**src/llb_defs.vh**
```
// Register map, field positions and reset values of the legacy link bring-up block
`ifndef LLB_DEFS_VH
`define LLB_DEFS_VH

// ----------------------------------------
// Register offsets
// ----------------------------------------
`define LLB_ADDR_LINK_MODE      16'h0006
`define LLB_ADDR_CSI_OUT        16'h0313
`define LLB_ADDR_FWD_CTRL_TX    16'h0b04
`define LLB_ADDR_REMOTE_HOST    16'h0b05
`define LLB_ADDR_IMMUNITY       16'h0b06
`define LLB_ADDR_WIDTH_BW       16'h0b07
`define LLB_ADDR_PKT_CFG        16'h0b08
`define LLB_ADDR_LOCAL_ACK      16'h0b0d
`define LLB_ADDR_SYNC_EN        16'h0b0f
`define LLB_ADDR_CRC_ERR        16'h0b19
`define LLB_ADDR_VID_DT         16'h0b96
`define LLB_ADDR_SYNC_SHIFT     16'h0ba7
`define LLB_ADDR_REV_AMP        16'h1495
`define LLB_ADDR_REV_EDGE       16'h14c4
`define LLB_ADDR_REV_PULSE      16'h14c5

// ----------------------------------------
// Field positions
// ----------------------------------------
`define LLB_BIT_IMMUNITY_EN     7
`define LLB_BIT_HIGH_BW         3
`define LLB_BIT_BUS_WIDTH       2
`define LLB_BIT_FWD_INPUT_EN    4
`define LLB_BIT_PKT_CTRL_EN     5
`define LLB_BIT_LEGACY_MODE     6
`define LLB_BIT_FRAME_SYNC_EN   0
`define LLB_BIT_FWD_TX_EN       0
`define LLB_BIT_LOCAL_ACK       7
`define LLB_BIT_NO_REMOTE_HOST  0
`define LLB_BIT_CSI_OUT_EN      1

// ----------------------------------------
// Reset values
// ----------------------------------------
`define LLB_RST_LINK_MODE       8'h00
`define LLB_RST_CSI_OUT         8'h02
`define LLB_RST_FWD_CTRL_TX     8'h03
`define LLB_RST_REMOTE_HOST     8'h00
`define LLB_RST_IMMUNITY        8'h6f
`define LLB_RST_WIDTH_BW        8'h00
`define LLB_RST_PKT_CFG         8'h10
`define LLB_RST_LOCAL_ACK       8'h00
`define LLB_RST_SYNC_EN         8'h00
`define LLB_RST_VID_DT          8'h00
`define LLB_RST_SYNC_SHIFT      8'h00
`define LLB_RST_REV_AMP         8'h69
`define LLB_RST_REV_EDGE        8'h40
`define LLB_RST_REV_PULSE       8'h40

`endif

```
**src/llb_core.v**
```verilog
// Legacy link bring-up register file, immunity control and sideband forwarding
//
// Notes on behaviour
// - Legacy link waits for serializer pixel clock
// - Immunity from straps at power-up or bit 7
// - High bandwidth enable; CRC errors clear on read
// - Forwarded input on by default, not with sync
// - Forwarded input wins; hold I2C, drop UART
// - Control pin availability follows width, bandwidth
`timescale 1ns/1ps
`include "llb_defs.vh"
module llb_core (
  input  wire        core_clk,
  input  wire        nrst,
  input  wire        clk_en,
  input  wire        cfg_immunity_strap,
  input  wire        reg_wr,
  input  wire        reg_rd,
  input  wire [15:0] reg_addr,
  input  wire [7:0]  reg_wdata,
  input  wire        serializer_pclk_present,
  input  wire        multifunction_pin_one,
  input  wire        crc_error_event,
  input  wire        i2c_request,
  input  wire        uart_request,
  input  wire        video_blanking,
  input  wire [4:0]  forward_control_pin_in,
  output reg  [7:0]  reg_rdata,
  output reg         reg_rvalid,
  output reg         reg_err,
  output reg         high_immunity_mode,
  output reg         forward_link_up,
  output reg         forwarded_output,
  output reg         forwarded_input_send,
  output reg         i2c_stretch,
  output reg         uart_overwritten,
  output reg         forward_tx_enable,
  output reg         local_ack_enable,
  output reg         packet_control_enable,
  output reg         no_remote_host,
  output reg         csi_output_enable,
  output wire [4:0]  forward_control_pin,
  output wire [4:0]  forward_control_avail
);

  // ----------------------------------------
  // Register storage
  // ----------------------------------------
  reg [7:0] link_mode_select;
  reg [7:0] csi_output_control;
  reg [7:0] forward_control_transmit;
  reg [7:0] remote_host_control;
  reg [7:0] immunity_control;
  reg [7:0] width_bandwidth_control;
  reg [7:0] packet_control_config;
  reg [7:0] local_ack_control;
  reg [7:0] sync_enable_control;
  reg [7:0] control_crc_errors;
  reg [7:0] video_datatype_select;
  reg [7:0] sync_shift_control;
  reg [7:0] reverse_tx_amplitude;
  reg [7:0] reverse_edge_time;
  reg [7:0] reverse_pulse_length;
  reg       strap_taken;
  reg       fwd_in_last;

  // Address decode shared by read and write
  function is_mapped;
    input [15:0] a;
    begin
      case (a)
        `LLB_ADDR_LINK_MODE, `LLB_ADDR_CSI_OUT, `LLB_ADDR_FWD_CTRL_TX,
        `LLB_ADDR_REMOTE_HOST, `LLB_ADDR_IMMUNITY, `LLB_ADDR_WIDTH_BW,
        `LLB_ADDR_PKT_CFG, `LLB_ADDR_LOCAL_ACK, `LLB_ADDR_SYNC_EN,
        `LLB_ADDR_CRC_ERR, `LLB_ADDR_VID_DT, `LLB_ADDR_SYNC_SHIFT,
        `LLB_ADDR_REV_AMP, `LLB_ADDR_REV_EDGE, `LLB_ADDR_REV_PULSE: is_mapped = 1'b1;
        default: is_mapped = 1'b0;
      endcase
    end
  endfunction

  // ----------------------------------------
  // Read mux
  // ----------------------------------------
  reg [7:0] rd_mux;

  always @* begin
    case (reg_addr)
      `LLB_ADDR_LINK_MODE:   rd_mux = link_mode_select;
      `LLB_ADDR_CSI_OUT:     rd_mux = csi_output_control;
      `LLB_ADDR_FWD_CTRL_TX: rd_mux = forward_control_transmit;
      `LLB_ADDR_REMOTE_HOST: rd_mux = remote_host_control;
      `LLB_ADDR_IMMUNITY:    rd_mux = immunity_control;
      `LLB_ADDR_WIDTH_BW:    rd_mux = width_bandwidth_control;
      `LLB_ADDR_PKT_CFG:     rd_mux = packet_control_config;
      `LLB_ADDR_LOCAL_ACK:   rd_mux = local_ack_control;
      `LLB_ADDR_SYNC_EN:     rd_mux = sync_enable_control;
      `LLB_ADDR_CRC_ERR:     rd_mux = control_crc_errors;
      `LLB_ADDR_VID_DT:      rd_mux = video_datatype_select;
      `LLB_ADDR_SYNC_SHIFT:  rd_mux = sync_shift_control;
      `LLB_ADDR_REV_AMP:     rd_mux = reverse_tx_amplitude;
      `LLB_ADDR_REV_EDGE:    rd_mux = reverse_edge_time;
      `LLB_ADDR_REV_PULSE:   rd_mux = reverse_pulse_length;
      default:               rd_mux = 8'h00;
    endcase
  end

  wire wr_hit = reg_wr && is_mapped(reg_addr);
  wire crc_rd = reg_rd && (reg_addr == `LLB_ADDR_CRC_ERR);

  // ----------------------------------------
  // Register writes
  // ----------------------------------------
  always @(posedge core_clk or negedge nrst) begin
    if (!nrst) begin
      link_mode_select         <= `LLB_RST_LINK_MODE;
      csi_output_control       <= `LLB_RST_CSI_OUT;
      forward_control_transmit <= `LLB_RST_FWD_CTRL_TX;
      remote_host_control      <= `LLB_RST_REMOTE_HOST;
      width_bandwidth_control  <= `LLB_RST_WIDTH_BW;
      packet_control_config    <= `LLB_RST_PKT_CFG;
      local_ack_control        <= `LLB_RST_LOCAL_ACK;
      sync_enable_control      <= `LLB_RST_SYNC_EN;
      video_datatype_select    <= `LLB_RST_VID_DT;
      sync_shift_control       <= `LLB_RST_SYNC_SHIFT;
      reverse_tx_amplitude     <= `LLB_RST_REV_AMP;
      reverse_edge_time        <= `LLB_RST_REV_EDGE;
      reverse_pulse_length     <= `LLB_RST_REV_PULSE;
    end else if (clk_en) begin
      if (wr_hit) begin
        case (reg_addr)
          `LLB_ADDR_LINK_MODE:   link_mode_select         <= reg_wdata;
          `LLB_ADDR_CSI_OUT:     csi_output_control       <= reg_wdata;
          `LLB_ADDR_FWD_CTRL_TX: forward_control_transmit <= reg_wdata;
          `LLB_ADDR_REMOTE_HOST: remote_host_control      <= reg_wdata;
          `LLB_ADDR_WIDTH_BW:    width_bandwidth_control  <= reg_wdata;
          `LLB_ADDR_PKT_CFG:     packet_control_config    <= reg_wdata;
          `LLB_ADDR_LOCAL_ACK:   local_ack_control        <= reg_wdata;
          `LLB_ADDR_SYNC_EN:     sync_enable_control      <= reg_wdata;
          `LLB_ADDR_VID_DT:      video_datatype_select    <= reg_wdata;
          `LLB_ADDR_SYNC_SHIFT:  sync_shift_control       <= reg_wdata;
          `LLB_ADDR_REV_AMP:     reverse_tx_amplitude     <= reg_wdata;
          `LLB_ADDR_REV_EDGE:    reverse_edge_time        <= reg_wdata;
          `LLB_ADDR_REV_PULSE:   reverse_pulse_length     <= reg_wdata;
          default: ;
        endcase
      end
    end
  end

  // ----------------------------------------
  // Immunity register, strap and host write
  // ----------------------------------------
  always @(posedge core_clk or negedge nrst) begin
    if (!nrst) begin
      immunity_control <= `LLB_RST_IMMUNITY;
      strap_taken      <= 1'b0;
    end else if (clk_en) begin
      // Strap caught once after reset release; a host write in that edge wins
      if (!strap_taken) begin
        strap_taken <= 1'b1;
        if (cfg_immunity_strap)
          immunity_control[`LLB_BIT_IMMUNITY_EN] <= 1'b1;
      end
      if (wr_hit && reg_addr == `LLB_ADDR_IMMUNITY)
        immunity_control <= reg_wdata;
    end
  end

  // ----------------------------------------
  // CRC error count, clear on read
  // ----------------------------------------
  always @(posedge core_clk or negedge nrst) begin
    if (!nrst) begin
      control_crc_errors <= 8'h00;
    end else if (clk_en) begin
      // A new error in the reading cycle survives the clear
      if (crc_rd)
        control_crc_errors <= {7'h00, crc_error_event};
      else if (crc_error_event && control_crc_errors != 8'hff)
        control_crc_errors <= control_crc_errors + 8'h01;
    end
  end

  // ----------------------------------------
  // Read answer
  // ----------------------------------------
  always @(posedge core_clk or negedge nrst) begin
    if (!nrst) begin
      reg_rdata  <= 8'h00;
      reg_rvalid <= 1'b0;
    end else if (clk_en) begin
      reg_rvalid <= reg_rd;
      reg_rdata  <= reg_rd ? rd_mux : 8'h00;
    end
  end

  // ----------------------------------------
  // Unmapped access flag
  // ----------------------------------------
  always @(posedge core_clk or negedge nrst) begin
    if (!nrst) begin
      reg_err <= 1'b0;
    end else if (clk_en) begin
      reg_err <= (reg_rd || reg_wr) && !is_mapped(reg_addr);
    end
  end

  // ----------------------------------------
  // Link state and sideband forwarding
  // ----------------------------------------
  wire legacy_mode   = link_mode_select[`LLB_BIT_LEGACY_MODE];
  wire frame_sync_on = sync_enable_control[`LLB_BIT_FRAME_SYNC_EN];
  wire fwd_in_enable = packet_control_config[`LLB_BIT_FWD_INPUT_EN] && !frame_sync_on;
  wire fwd_in_change = fwd_in_enable && (multifunction_pin_one != fwd_in_last);

  always @(posedge core_clk or negedge nrst) begin
    if (!nrst) begin
      high_immunity_mode <= 1'b0;
      forward_link_up    <= 1'b0;
    end else if (clk_en) begin
      high_immunity_mode <= immunity_control[`LLB_BIT_IMMUNITY_EN];
      // Legacy link forms only with pixel clock at the serializer
      forward_link_up    <= legacy_mode && serializer_pclk_present;
    end
  end

  // ----------------------------------------
  // Forwarded input toward the remote side
  // ----------------------------------------
  always @(posedge core_clk or negedge nrst) begin
    if (!nrst) begin
      forwarded_output     <= 1'b0;
      forwarded_input_send <= 1'b0;
      i2c_stretch          <= 1'b0;
      uart_overwritten     <= 1'b0;
      fwd_in_last          <= 1'b0;
    end else if (clk_en) begin
      fwd_in_last          <= multifunction_pin_one;
      forwarded_input_send <= fwd_in_change;
      if (fwd_in_change)
        forwarded_output   <= multifunction_pin_one;
      // Forwarded input wins: I2C is stretched, a UART frame is lost
      i2c_stretch          <= fwd_in_change && i2c_request;
      uart_overwritten     <= fwd_in_change && uart_request;
    end
  end

  // ----------------------------------------
  // Register mirrors
  // ----------------------------------------
  always @(posedge core_clk or negedge nrst) begin
    if (!nrst) begin
      forward_tx_enable     <= 1'b0;
      local_ack_enable      <= 1'b0;
      packet_control_enable <= 1'b0;
      no_remote_host        <= 1'b0;
      csi_output_enable     <= 1'b0;
    end else if (clk_en) begin
      // Mirrors lag their register by one cycle
      forward_tx_enable     <= forward_control_transmit[`LLB_BIT_FWD_TX_EN];
      local_ack_enable      <= local_ack_control[`LLB_BIT_LOCAL_ACK];
      packet_control_enable <= packet_control_config[`LLB_BIT_PKT_CTRL_EN];
      no_remote_host        <= remote_host_control[`LLB_BIT_NO_REMOTE_HOST];
      csi_output_enable     <= csi_output_control[`LLB_BIT_CSI_OUT_EN];
    end
  end

  // ----------------------------------------
  // Forward control pins
  // ----------------------------------------
  llb_forward_control_pin_map u_forward_control_pin_map (
    .core_clk              (core_clk),
    .nrst                  (nrst),
    .clk_en                (clk_en),
    .bus_width_select      (width_bandwidth_control[`LLB_BIT_BUS_WIDTH]),
    .high_bandwidth_mode   (width_bandwidth_control[`LLB_BIT_HIGH_BW]),
    .blanking              (video_blanking),
    .forward_control_pin_in               (forward_control_pin_in),
    .forward_control_pin   (forward_control_pin),
    .forward_control_avail (forward_control_avail)
  );

endmodule

```
**src/llb_forward_control_pin_map.v**
```verilog
// Forward control pin availability by width and bandwidth mode
`timescale 1ns/1ps
module llb_forward_control_pin_map (
  input  wire       core_clk,
  input  wire       nrst,
  input  wire       clk_en,
  input  wire       bus_width_select,
  input  wire       high_bandwidth_mode,
  input  wire       blanking,
  input  wire [4:0] forward_control_pin_in,
  output reg  [4:0] forward_control_pin,
  output reg  [4:0] forward_control_avail
);

  // ----------------------------------------
  // Availability per pin
  // ----------------------------------------
  reg [4:0] full_mask;
  reg [4:0] blank_mask;
  reg [4:0] next_pin;

  always @* begin
    full_mask  = 5'h00;
    blank_mask = 5'h00;
    if (bus_width_select) begin
      full_mask = 5'h16;
    end else if (high_bandwidth_mode) begin
      blank_mask = 5'h0f;
    end else begin
      full_mask = 5'h10;
    end
    // Unavailable pins hold; blanking-only pins move only in blanking
    next_pin = (forward_control_pin & ~full_mask) | (forward_control_pin_in & full_mask);
    if (blanking) begin
      next_pin = (next_pin & ~blank_mask) | (forward_control_pin_in & blank_mask);
    end
  end

  always @(posedge core_clk or negedge nrst) begin
    if (!nrst) begin
      forward_control_pin   <= 5'h00;
      forward_control_avail <= 5'h00;
    end else if (clk_en) begin
      forward_control_pin   <= next_pin;
      forward_control_avail <= full_mask | blank_mask;
    end
  end

endmodule

```
**config.mk**
```make
export PLATFORM = sky130hd
export DESIGN_NAME = llb_core
export DESIGN_NICKNAME = d
export VERILOG_FILES = /design/src/llb_core.v /design/src/llb_forward_control_pin_map.v
export VERILOG_INCLUDE_DIRS = /design/src
export SDC_FILE = /design/constraint.sdc
export NUM_CORES = 1
export LEC_CHECK = 0
export BUFFER_PORTS_ARGS = -buffer_cell sky130_fd_sc_hd__buf_2
export CELL_PAD_IN_SITES_DETAIL_PLACEMENT = 0
export CELL_PAD_IN_SITES_GLOBAL_PLACEMENT = 1
export CORE_MARGIN = 2
export CORE_UTILIZATION = 35
export DETAILED_ROUTE_END_ITERATION = 10
export GPL_TIMING_DRIVEN = 0
export PLACE_DENSITY = 0.63
export SYNTH_ARGS = -nofsm -noshare
export SYNTH_HDL_FRONTEND = slang
export SYNTH_HIERARCHICAL = 1
export SYNTH_SLANG_ARGS = --single-unit
export TNS_END_PERCENT = 100
```
**constraint.sdc**
```tcl
create_clock -name core_clk -period 2.31 [get_ports core_clk]
set_clock_uncertainty 0.2 [all_clocks]
set_input_delay 0.3465 -clock core_clk [delete_from_list [all_inputs] [get_ports core_clk]]
set_output_delay 0.3465 -clock core_clk [all_outputs]
set_load 0.1 [all_outputs]
```
==> key figures, run 1 <==
Floorplanning
  • Rows: 52
  • Die X: 148 um
  • Core region area: 0.0204 sq mm
  • Die Y-Extent: 148 um
  • Full die area: 0.0220 sq mm
  • Initial cell density of the core: 0.359
  • I/O Pins: 72

Route
  • Remaining antenna violation count: 0
  • Routed WL per cell: around 23 um
  • Via count: 5,452
  • DRC viols: 0
  • Drt first-iter violations: 419
  • DR vias/cell: 5.60
  • DR pass1 iterations: 6
  • Final WL: 22,000 um

Synth
  • Seq cells post-synth: between 150 and 200
  • Top-area cell type share of the netlist area: 0.463
  • Ranking of synthesized cells by area: dfrtp_1 46%, mux2_2 19%, dfstp_2 5.8%, a22oi_1 2.6%, nor4_4 1.7%
  • Synth Warn #: 6
  • Count leader, synth: dfrtp_1
  • EDFF count, synth: 0
  • Most frequent cells after synthesis: 135 x dfrtp_1, 125 x mux2_2, 32 x nand2_1
  • Syn avg cell area: 12.8 sq um
  • Post-synth design cell area: approximately 0.0073 sq mm
  • Post-synthesis cell count: 572
  • Seq/Total Area, Yosys: 0.520
  • Dominant synthesized flop cell: dfrtp_1
  • Yosys top cell by area: dfrtp_1
  • Fraction of registers with async set/reset: 1.00
  • Syn nets: between 600 and 700
  • Synth cell types: 71

Outcome
  • Status: finished, final reports clean

STA
  • Slew margin rel.: 0.492
  • Setup ws final: 23.0 ps
  • Worst slew pin tran: 761 ps
  • RSZ-0062 raised after global routing: no
  • Fin crit period: 2290 ps
  • Fmax achieved: 437 MHz
  • Slew Limit Fails: 0
  • Fin. Hold Viols: 0
  • Post-route setup TNS: 0 ps
  • Hold slack: 25.9 ps
  • Setup violators final: 0
  • Period utilization: 0.990

Clock tree
  • CTS tree: built
  • TritonCTS buffer count: 17
  • Sink Count: 151
  • Clk slew on worst S/H paths: 60 ps
  • Htree depth: 4
  • Clock latency at the later pin of the worst-skew pair: about 430 ps
  • Clock Path Buffers: 2
  • Root Buffer: clkbuf_16

Final layout
  • Filler Cells Inserted: 1,887
  • Storage element area: 0.00380 sq mm
  • Multi-input logic area: 0.00360 sq mm
  • Layout net count: 733
  • N_diodes: 0
  • Share of layout cells above drive strength 1: 0.467
  • Area growth from synthesis to layout: 26.5%

Setup path
  • Worst path most repeated cell: or4_4
  • Critical Path Max Stage Delay: ~530 ps
  • Worst path slowest cell: or4_4
  • CP Data Required Time: between 2000 and 2500 ps
  • Critical Path Source Type: input port
  • CP arrival: 2400 ps
  • CP Capture Type: flop
  • CP cell instances: buf_2 -> or4_4 -> buf_6 -> or4_4 -> nor2_4 -> mux2_4
  • CP Max Fanout: 8
  • WS Path Type: in -> reg

Placement
  • Pre-CTS setup slack: -1220 ps
  • DP HPWL: 15,400 um
  • Port Buffers: 70
  • GPL Wtd Cong: 0.793

Pwr
  • Leak: roughly 4.4 nW
  • Power per cell area: roughly 630 mW/mm^2
  • Peak supply drop: around 0.00043 V

Global route
  • Met1 usage in global routing: 0.289
  • Largest net degree at the start of global routing: 96
  • First-pass GRT wire length: approximately 34,000 um
  • Met3 Usage GRT: 0.0365
  • GR Util All Layers: 0.208
  • Vias in the first global route: 5,584
  • Congestion Overflow GR: 0
  • Antenna violations before repair: 0
  • GR peak layer: met2
  • Met2 Track Usage GR: 0.322

Hold path
  • HP Class: in -> reg

Flow run
  • Max-cap check violation count: 0
## final cells by class
class                      instances  share of cell area
multi-input combinational        380               0.389
clock buffer                      23              0.0528
clock inverter                     9             0.00731
tap                              270              0.0366
timing repair buffer             102              0.0789
buffer                            30              0.0203
sequential                       151               0.411
inverter                           9             0.00366
## report_power, final
part           leakage [nW]  internal [mW]  total, mW  switching (mW)
Sequential             2.02           2.69       2.75          0.0626
Combinational          2.08          0.133      0.440           0.307
Clock                 0.266           1.49       2.61            1.11
## metal layers
layer,wire length [um],up-vias
li1,-,2417
met1,9910,2826
met2,10200,171
met3,1180,38
met4,617,0
met5,0,-
## critical path: cells and delay by family
family | cells | cell delay [ps]
buffers and inverters | 2 | 280
muxes | 1 | 340
and+or+nand+nor | 3 | 1420
## cells in the final DEF, fill, tap and decap left out, types with 4 or more instances in the layout
cell / instances
mux2_2: 108
buf_2: 70
nor3_1: 5
buf_12: 7
o21ai_0: 11
buf_6: 5
mux2i_1: 5
nand4_1: 7
clkbuf_1: 12
a22o_1: 5
dfstp_2: 16
nor3_4: 6
clkbuf_16: 17
dfrtp_1: 135
nor2b_1: 4
nand3_1: 14
a222oi_1: 6
a21oi_1: 7
buf_4: 19
a22oi_1: 25
and3_1: 4
nor2_1: 17
a21o_1: 4
xor2_1: 6
inv_1: 9
nand2_1: 29
clkbuf_8: 4
nand2b_1: 4
mux2_4: 17
a221oi_1: 4
o2bb2ai_1: 7
clkbuf_2: 5
nand4bb_1: 6
or4_4: 5
dlygate4sd3_1: 10
nor4_4: 11
## logic make-up (layout without fill, tap and decap cells)
logic type,Yosys count,after routing,synth area share
flip-flops,151,151,0.520
AND/OR/NAND/NOR,150,150,0.146
multiplexers,133,133,0.204
AO/OA/AOI/OAI,88,88,0.0922
buffers and inverters,41,173,0.0259
XOR/XNOR,8,8,0.00960
adder cells (fa/ha/maj),1,1,0.00171
## repair_timing
item / in CTS / in global routing
endpoints found under the hold margin: 60 / 0
pin swaps: 11 / 6
resized for setup: 29 / 15
setup endpoints to repair: 126 / 80
hold buffers: 10 / 0
buffers inserted: 16 / 5
## metrics by stage
step | total power, mW | std cells | instance area, sq um | util
CTS | 5.86 | 969 | 9110 | 0.447
floorplan | 3.00 | 572 | 7410 | -
detailed placement | 3.21 | 913 | 8130 | 0.399
global route | 6.02 | 974 | 9240 | 0.454
finish | 5.80 | 974 | 9240 | 0.454
global placement | 3.20 | 912 | 8090 | 0.397
## final timing paths
check / from / to / slack [ps] / cells past startpoint
max: reg_addr[8] / reverse_tx_amplitude[4] / 20 / 6
min: reg_wdata[6] / csi_output_control[6] / 30 / 2
max in group asynchronous: nrst / packet_control_config[4] / 740 / 3
min reg2reg: strap_taken / strap_taken / 250 / 2
min in group asynchronous: nrst / u_forward_control_pin_map/forward_control_pin[2] / 250 / 2
max reg2reg: control_crc_errors[0] / control_crc_errors[4] / 220 / 7
Power figures use the tool's default switching activity.
==> run 2: changes to the inputs <==
Settings changed: CORE_MARGIN 2 to not set.
==> run 2 against run 1 <==
Critical path depth increased by 3. First-iteration DRC count decreased by 5.7%. Register-to-register slack about the same. Sequential power about the same. Worst setup slack improved by 5.4 ps. Via count decreased by 1.3%. Core utilization about the same. Total power increased by 0.12%. Design area about the same. Count of clock-buffer cells in the layout decreased by 5. Clock power about the same. Largest cell class unchanged.
==> key figures, run 2 (synthesized netlist as in run 1, its figures left out) <==
Outcome
  • Status: finished, final reports clean

Setup path
  • Reg2reg path depth: 7
  • R2R setup slack: about 220 ps
  • Worst path slowest cell: or4b_4
  • WS Path Type: in -> reg
  • CP Max Fanout: 10
  • WP buf/inv: 3
  • Crit-path leading delay family: simple AND/OR/NAND/NOR gates
  • CP Capture Type: flop
  • CP cell instances: buf_2 -> or4b_4 -> buf_8 -> nor4_4 -> buf_4 -> a21o_2 -> or3b_1 -> xor2_1 -> nor2_1
  • WP depth: 9
  • CP Data Required Time: approximately 2400 ps
  • CP arrival: 2380 ps
  • Critical Path Source Type: input port
  • Launch point of the worst reg-to-reg path: control_crc_errors[0]
  • Critical Path Max Stage Delay: 590 ps
  • Terminus of the critical flop-to-flop path: control_crc_errors[4]

Clock tree
  • CTS tree: built
  • Clk slew on worst S/H paths: 60 ps
  • TritonCTS buffer count: 17
  • Root Buffer: clkbuf_16
  • Clock Path Buffers: 2
  • Clock latency at the later pin of the worst-skew pair: 430 ps
  • Sink Count: 151
  • Htree depth: 4

Placement
  • GPL Wtd Cong: 0.799
  • Port Buffers: 70
  • Dpl cell area: 0.00813 sq mm
  • DP HPWL: around 15,000 um

Route
  • Drt first-iter violations: 395
  • DRC viols: 0
  • Via count: 5,381
  • Remaining antenna violation count: 0
  • Routed WL per cell: 22.2 um
  • DR pass1 iterations: 5
  • DR vias/cell: 5.51
  • Final WL: 21,700 um

Flow run
  • Max-cap check violation count: 0

STA
  • Slew margin rel.: 0.265
  • Setup violators final: 0
  • Period utilization: 0.988
  • Worst slew pin tran: 1100 ps
  • Fmax achieved: between 400 and 500 MHz
  • Fin. Hold Viols: 0
  • Fin crit period: 2280 ps
  • Slew Limit Fails: 0
  • RSZ-0062 raised after global routing: yes
  • Post-route setup TNS: 0 ps

Global route
  • Largest net degree at the start of global routing: 91
  • Antenna violations before repair: 0
  • Congestion Overflow GR: 0
  • Vias in the first global route: 5,542
  • GR Util All Layers: 0.214
  • First-pass GRT wire length: 33,900 um

Final layout
  • Share of layout cells above drive strength 1: 0.467
  • Layout net count: between 700 and 800
  • Post-route cell area: 0.00924 sq mm
  • Most frequent cells in the layout: 135 x dfrtp_1, 108 x mux2_2, 71 x buf_2
  • Area growth from synthesis to layout: 26.6%
  • Filler Cells Inserted: ~1,800
  • Commonest non-fill, non-tap cell in the layout: dfrtp_1
  • N_diodes: 0

Pwr
  • Leak: 4.35 nW
  • Power per cell area: 629 mW/mm^2
  • Total power: 5.81 mW
  • Peak supply drop: between 0.0005 and 0.0006 V

Floorplanning
  • Die X: 146 um
  • Core region area: 0.0204 sq mm
  • Die Y-Extent: ~150 um
  • Full die area: roughly 0.021 sq mm
  • I/O Pins: 72
  • Initial cell density of the core: 0.359
  • Rows: 52

Hold path
  • Min-delay src: reg_wdata[1]
  • HP Class: in -> reg
  • Hold Crit Depth: 2
  • Hold path endpoint: sync_shift_control[1]
-- run 2: repair_timing --
item	4_1_cts	5_1_grt
endpoints found under the setup margin	126	56
setup buffers	14	8
pin swaps	16	5
hold buffers	11	0
endpoints found under the hold margin	65	0
resized for setup	31	8
-- run 2: power breakdown --
group	internal [mW]	switching, mW	total [mW]
sequential	2.69	0.0615	2.75
clock	1.43	1.19	2.62
combinational	0.135	0.306	0.440
-- run 2: routing by layer --
layer	GRT usage	vias to the layer above	wire [um]
met3	0.0331	36	942
met4	0.0979	0	718
met1	0.288	2781	9720
li1	-	2414	-
met5	0	-	0
met2	0.339	150	10300
-- run 2: per-stage QoR --
stage / utilization / instances / hold slack (ps) / setup slack (ps)
6_report: 0.454 / 976 / 32.4 / 28.4
5_1_grt: 0.454 / 976 / 44.2 / -13.9
4_1_cts: 0.448 / 968 / 14.0 / -5.98
3_5_place_dp: 0.399 / 913 / 179 / -1180
3_3_place_gp: 0.397 / 912 / 238 / -1530
2_1_floorplan: - / 572 / -149 / -123
-- run 2: worst max path at each step --
stage                                              to         start  slack [ps]
final                           control_crc_errors[4]  reg_addr[12]          30
after global routing      forward_control_transmit[2]        clk_en         -10
after CTS                         link_mode_select[1]   reg_addr[8]          -6
after detailed placement          immunity_control[4]   reg_addr[0]       -1180
after global placement              forward_tx_enable          nrst       -1530
after floorplan                  local_ack_control[0]   reg_addr[4]        -120
-- run 2: cell type report --
type	count	area, sq um	area share
Sequential cell	151	3800	0.411
Multi-Input combinational cell	380	3580	0.388
Timing Repair Buffer	104	747	0.0808
Clock buffer	18	439	0.0475
Tap cell	270	338	0.0366
Buffer	30	184	0.0199
Clock inverter	14	118	0.0127
Inverter	9	33.8	0.00366
==> run 3: changes to the inputs <==
Settings changed: CELL_PAD_IN_SITES_DETAIL_PLACEMENT 0 to 1, CELL_PAD_IN_SITES_GLOBAL_PLACEMENT 1 to 2, PLACE_DENSITY 0.63 to 0.72.
Clock period 2.31 ns to 2.2 ns, I/O delays scaled along.
==> run 3 against run 2 <==
Global-route usage grew 2.7 points. Design area grew 5.8%. Clock power grew 26%. Critical path depth is the same. Count of clock-buffer cells in the layout grew 1. Sequential share of layout area shrank 2.3 points. Non-clock buffer count grew 21. Die area is the same. First-iteration DRC count grew 2.0%. Core utilization grew 2.6 points. Wire length grew 13%. Hold slack lost 2.0 ps. Critical endpoint is now reg_rdata[5]. Largest power group is now the clock network.
==> key figures, run 3 (synthesized netlist as in run 1, its figures left out) <==
Final layout
  • Area growth from synthesis to layout: 33.9%
  • Final core occ: 0.480
  • Layout net count: 756
  • Post-route cell area: 0.00978 sq mm
  • Most frequent cells in the layout: 135 x dfrtp_1, 98 x mux2_2, 68 x buf_2
  • Commonest non-fill, non-tap cell in the layout: dfrtp_1
  • N_diodes: 0
  • Share of layout cells above drive strength 1: 0.491

Route
  • Final WL: between 20,000 and 25,000 um
  • Via count: 5,638
  • DRC viols: 0
  • Routed WL per cell: 24.5 um
  • DR pass1 iterations: 6
  • Remaining antenna violation count: 0
  • DR vias/cell: approximately 5.7
  • Drt first-iter violations: 403

Pwr
  • Comb power frac: 0.075
  • Power per cell area: slightly below 700 mW/mm^2
  • Switch share: 0.244
  • Reg power frac: 0.433
  • Psw: between 1.5 and 2 mW
  • Total power: 6.69 mW
  • Leak: 4.62 nW
  • Peak supply drop: 0.000548 V
  • Clock Power Share: 0.492
  • Int Power: 5.05 mW

Setup path
  • WP buf/inv: 3
  • Critical Path Max Stage Delay: a little over 600 ps
  • CP Capture Type: flop
  • WS Path Type: in -> reg
  • CP Max Fanout: 5
  • Critical Path Source Type: input port
  • CP Data Required Time: 2380 ps
  • CP cell instances: buf_8 -> or4b_4 -> buf_12 -> nor4_4 -> buf_4 -> a22o_1 -> a221oi_2 -> a41oi_2 -> a21o_1
  • Worst path slowest cell: or4b_4
  • Crit-path leading delay family: simple AND/OR/NAND/NOR gates
  • CP arrival: 2370 ps

Clock tree
  • CTS tree: built
  • Sink Count: 151
  • Clock latency at the later pin of the worst-skew pair: ~430 ps
  • Root Buffer: clkbuf_16
  • Clock Path Buffers: 2
  • TritonCTS buffer count: 17
  • Htree depth: 4
  • Clk slew on worst S/H paths: 70 ps

Floorplanning
  • I/O Pins: 72
  • Full die area: 0.0214 sq mm
  • Initial cell density of the core: 0.359
  • Die X: 146 um
  • Rows: 52
  • Core region area: 0.0204 sq mm
  • Die Y-Extent: 146 um

STA
  • Slew margin rel.: 0.428
  • Fin crit period: 2200 ps
  • Fmax achieved: 455 MHz
  • Slew Limit Fails: 0
  • Post-route setup TNS: 0 ps
  • Setup violators final: 0
  • Fin. Hold Viols: 0
  • Worst slew pin tran: 858 ps
  • Period utilization: 0.999
  • RSZ-0062 raised after global routing: yes

Flow run
  • Max-cap check violation count: 0

Placement
  • DP HPWL: 16,200 um
  • GPL Wtd Cong: 0.819
  • Dpl cell area: just over 0.008 sq mm
  • Port Buffers: 70

Global route
  • Vias in the first global route: between 6,000 and 7,000
  • Antenna violations before repair: 0
  • Congestion Overflow GR: 0
  • GR Util All Layers: 0.241
  • First-pass GRT wire length: between 30,000 and 40,000 um
  • Largest net degree at the start of global routing: 99

Hold path
  • HP Class: in -> async

Outcome
  • Status: finished, final reports clean
==> run 3: cell count changes in the layout (fill, tap and decap cells not counted), moves of 4 or more <==
cell / before / now
mux2_4: 17 / 27
buf_6: 5 / 9
bufinv_16: 0 / 5
buf_12: 7 / 12
mux2_2: 108 / 98
buf_4: 21 / 30
dlygate4sd3_1: 11 / 15
==> run 3: worst register-to-register path, cell delays in order, from the launching register on <==
cell and delay [ps]:
dfrtp_1 460, ha_1 210, nand3_1 110, o31a_1 360, a21o_4 220, or3b_1 180
xor2_1 170, nor2_1 60
==> run 3: final cells by class <==
type                       instances  area [sq um]
fill                            2098         10600
sequential                       151          3800
multi-input combinational        380          3720
timing repair buffer             126          1030
clock buffer                      19           443
tap                              270           338
clock inverter                    13           218
buffer                            29           193
inverter                           9          33.8
==> run 3: path summary, 6_finish.rpt <==
check | start | to | slack (ps) | cells after the start
max | reg_addr[13] | reg_rdata[5] | 2 | 9
min | nrst | u_forward_control_pin_map/forward_control_pin[2] | 30 | 2
max in group asynchronous | nrst | reverse_tx_amplitude[0] | 810 | 4
min in group core_clk | reg_wdata[4] | sync_shift_control[4] | 30 | 2
min reg2reg | strap_taken | strap_taken | 270 | 2
max reg2reg | control_crc_errors[0] | control_crc_errors[4] | 130 | 7
==> run 3: power by group through the flow <==
stage | sequential, mW | clock, mW | combinational [mW]
2_1_floorplan | 2.96 | 0 | 0.184
3_3_place_gp | 2.94 | 0 | 0.415
4_1_cts | 2.90 | 3.33 | 0.493
5_1_grt | 2.90 | 3.45 | 0.551
6_report | 2.89 | 3.29 | 0.504
3_5_place_dp | 2.95 | 0 | 0.440
==> run 3: routing by layer <==
metal	track usage	part of all wire
met1	0.315	0.44
met2	0.403	0.50
met3	0.0391	0.035
met4	0.0891	0.029
met5	0	0
==> run 3: per-stage QoR <==
stage	hold WS [ps]	cells	setup WS (ps)
floorplan	-166	572	-217
global placement	238	912	-1610
detailed placement	-88.3	914	-1260
CTS	20.2	992	-78.9
global route	34.7	997	-66.5
finish	30.5	997	1.87
==> run 3: what timing repair did <==
action	CTS	global route
setup buffers	32	6
hold endpoints to repair	106	0
hold buffers	15	0
endpoints found under the setup margin	129	79
cloned	1	0
pin swaps	21	15
resized for setup	54	25
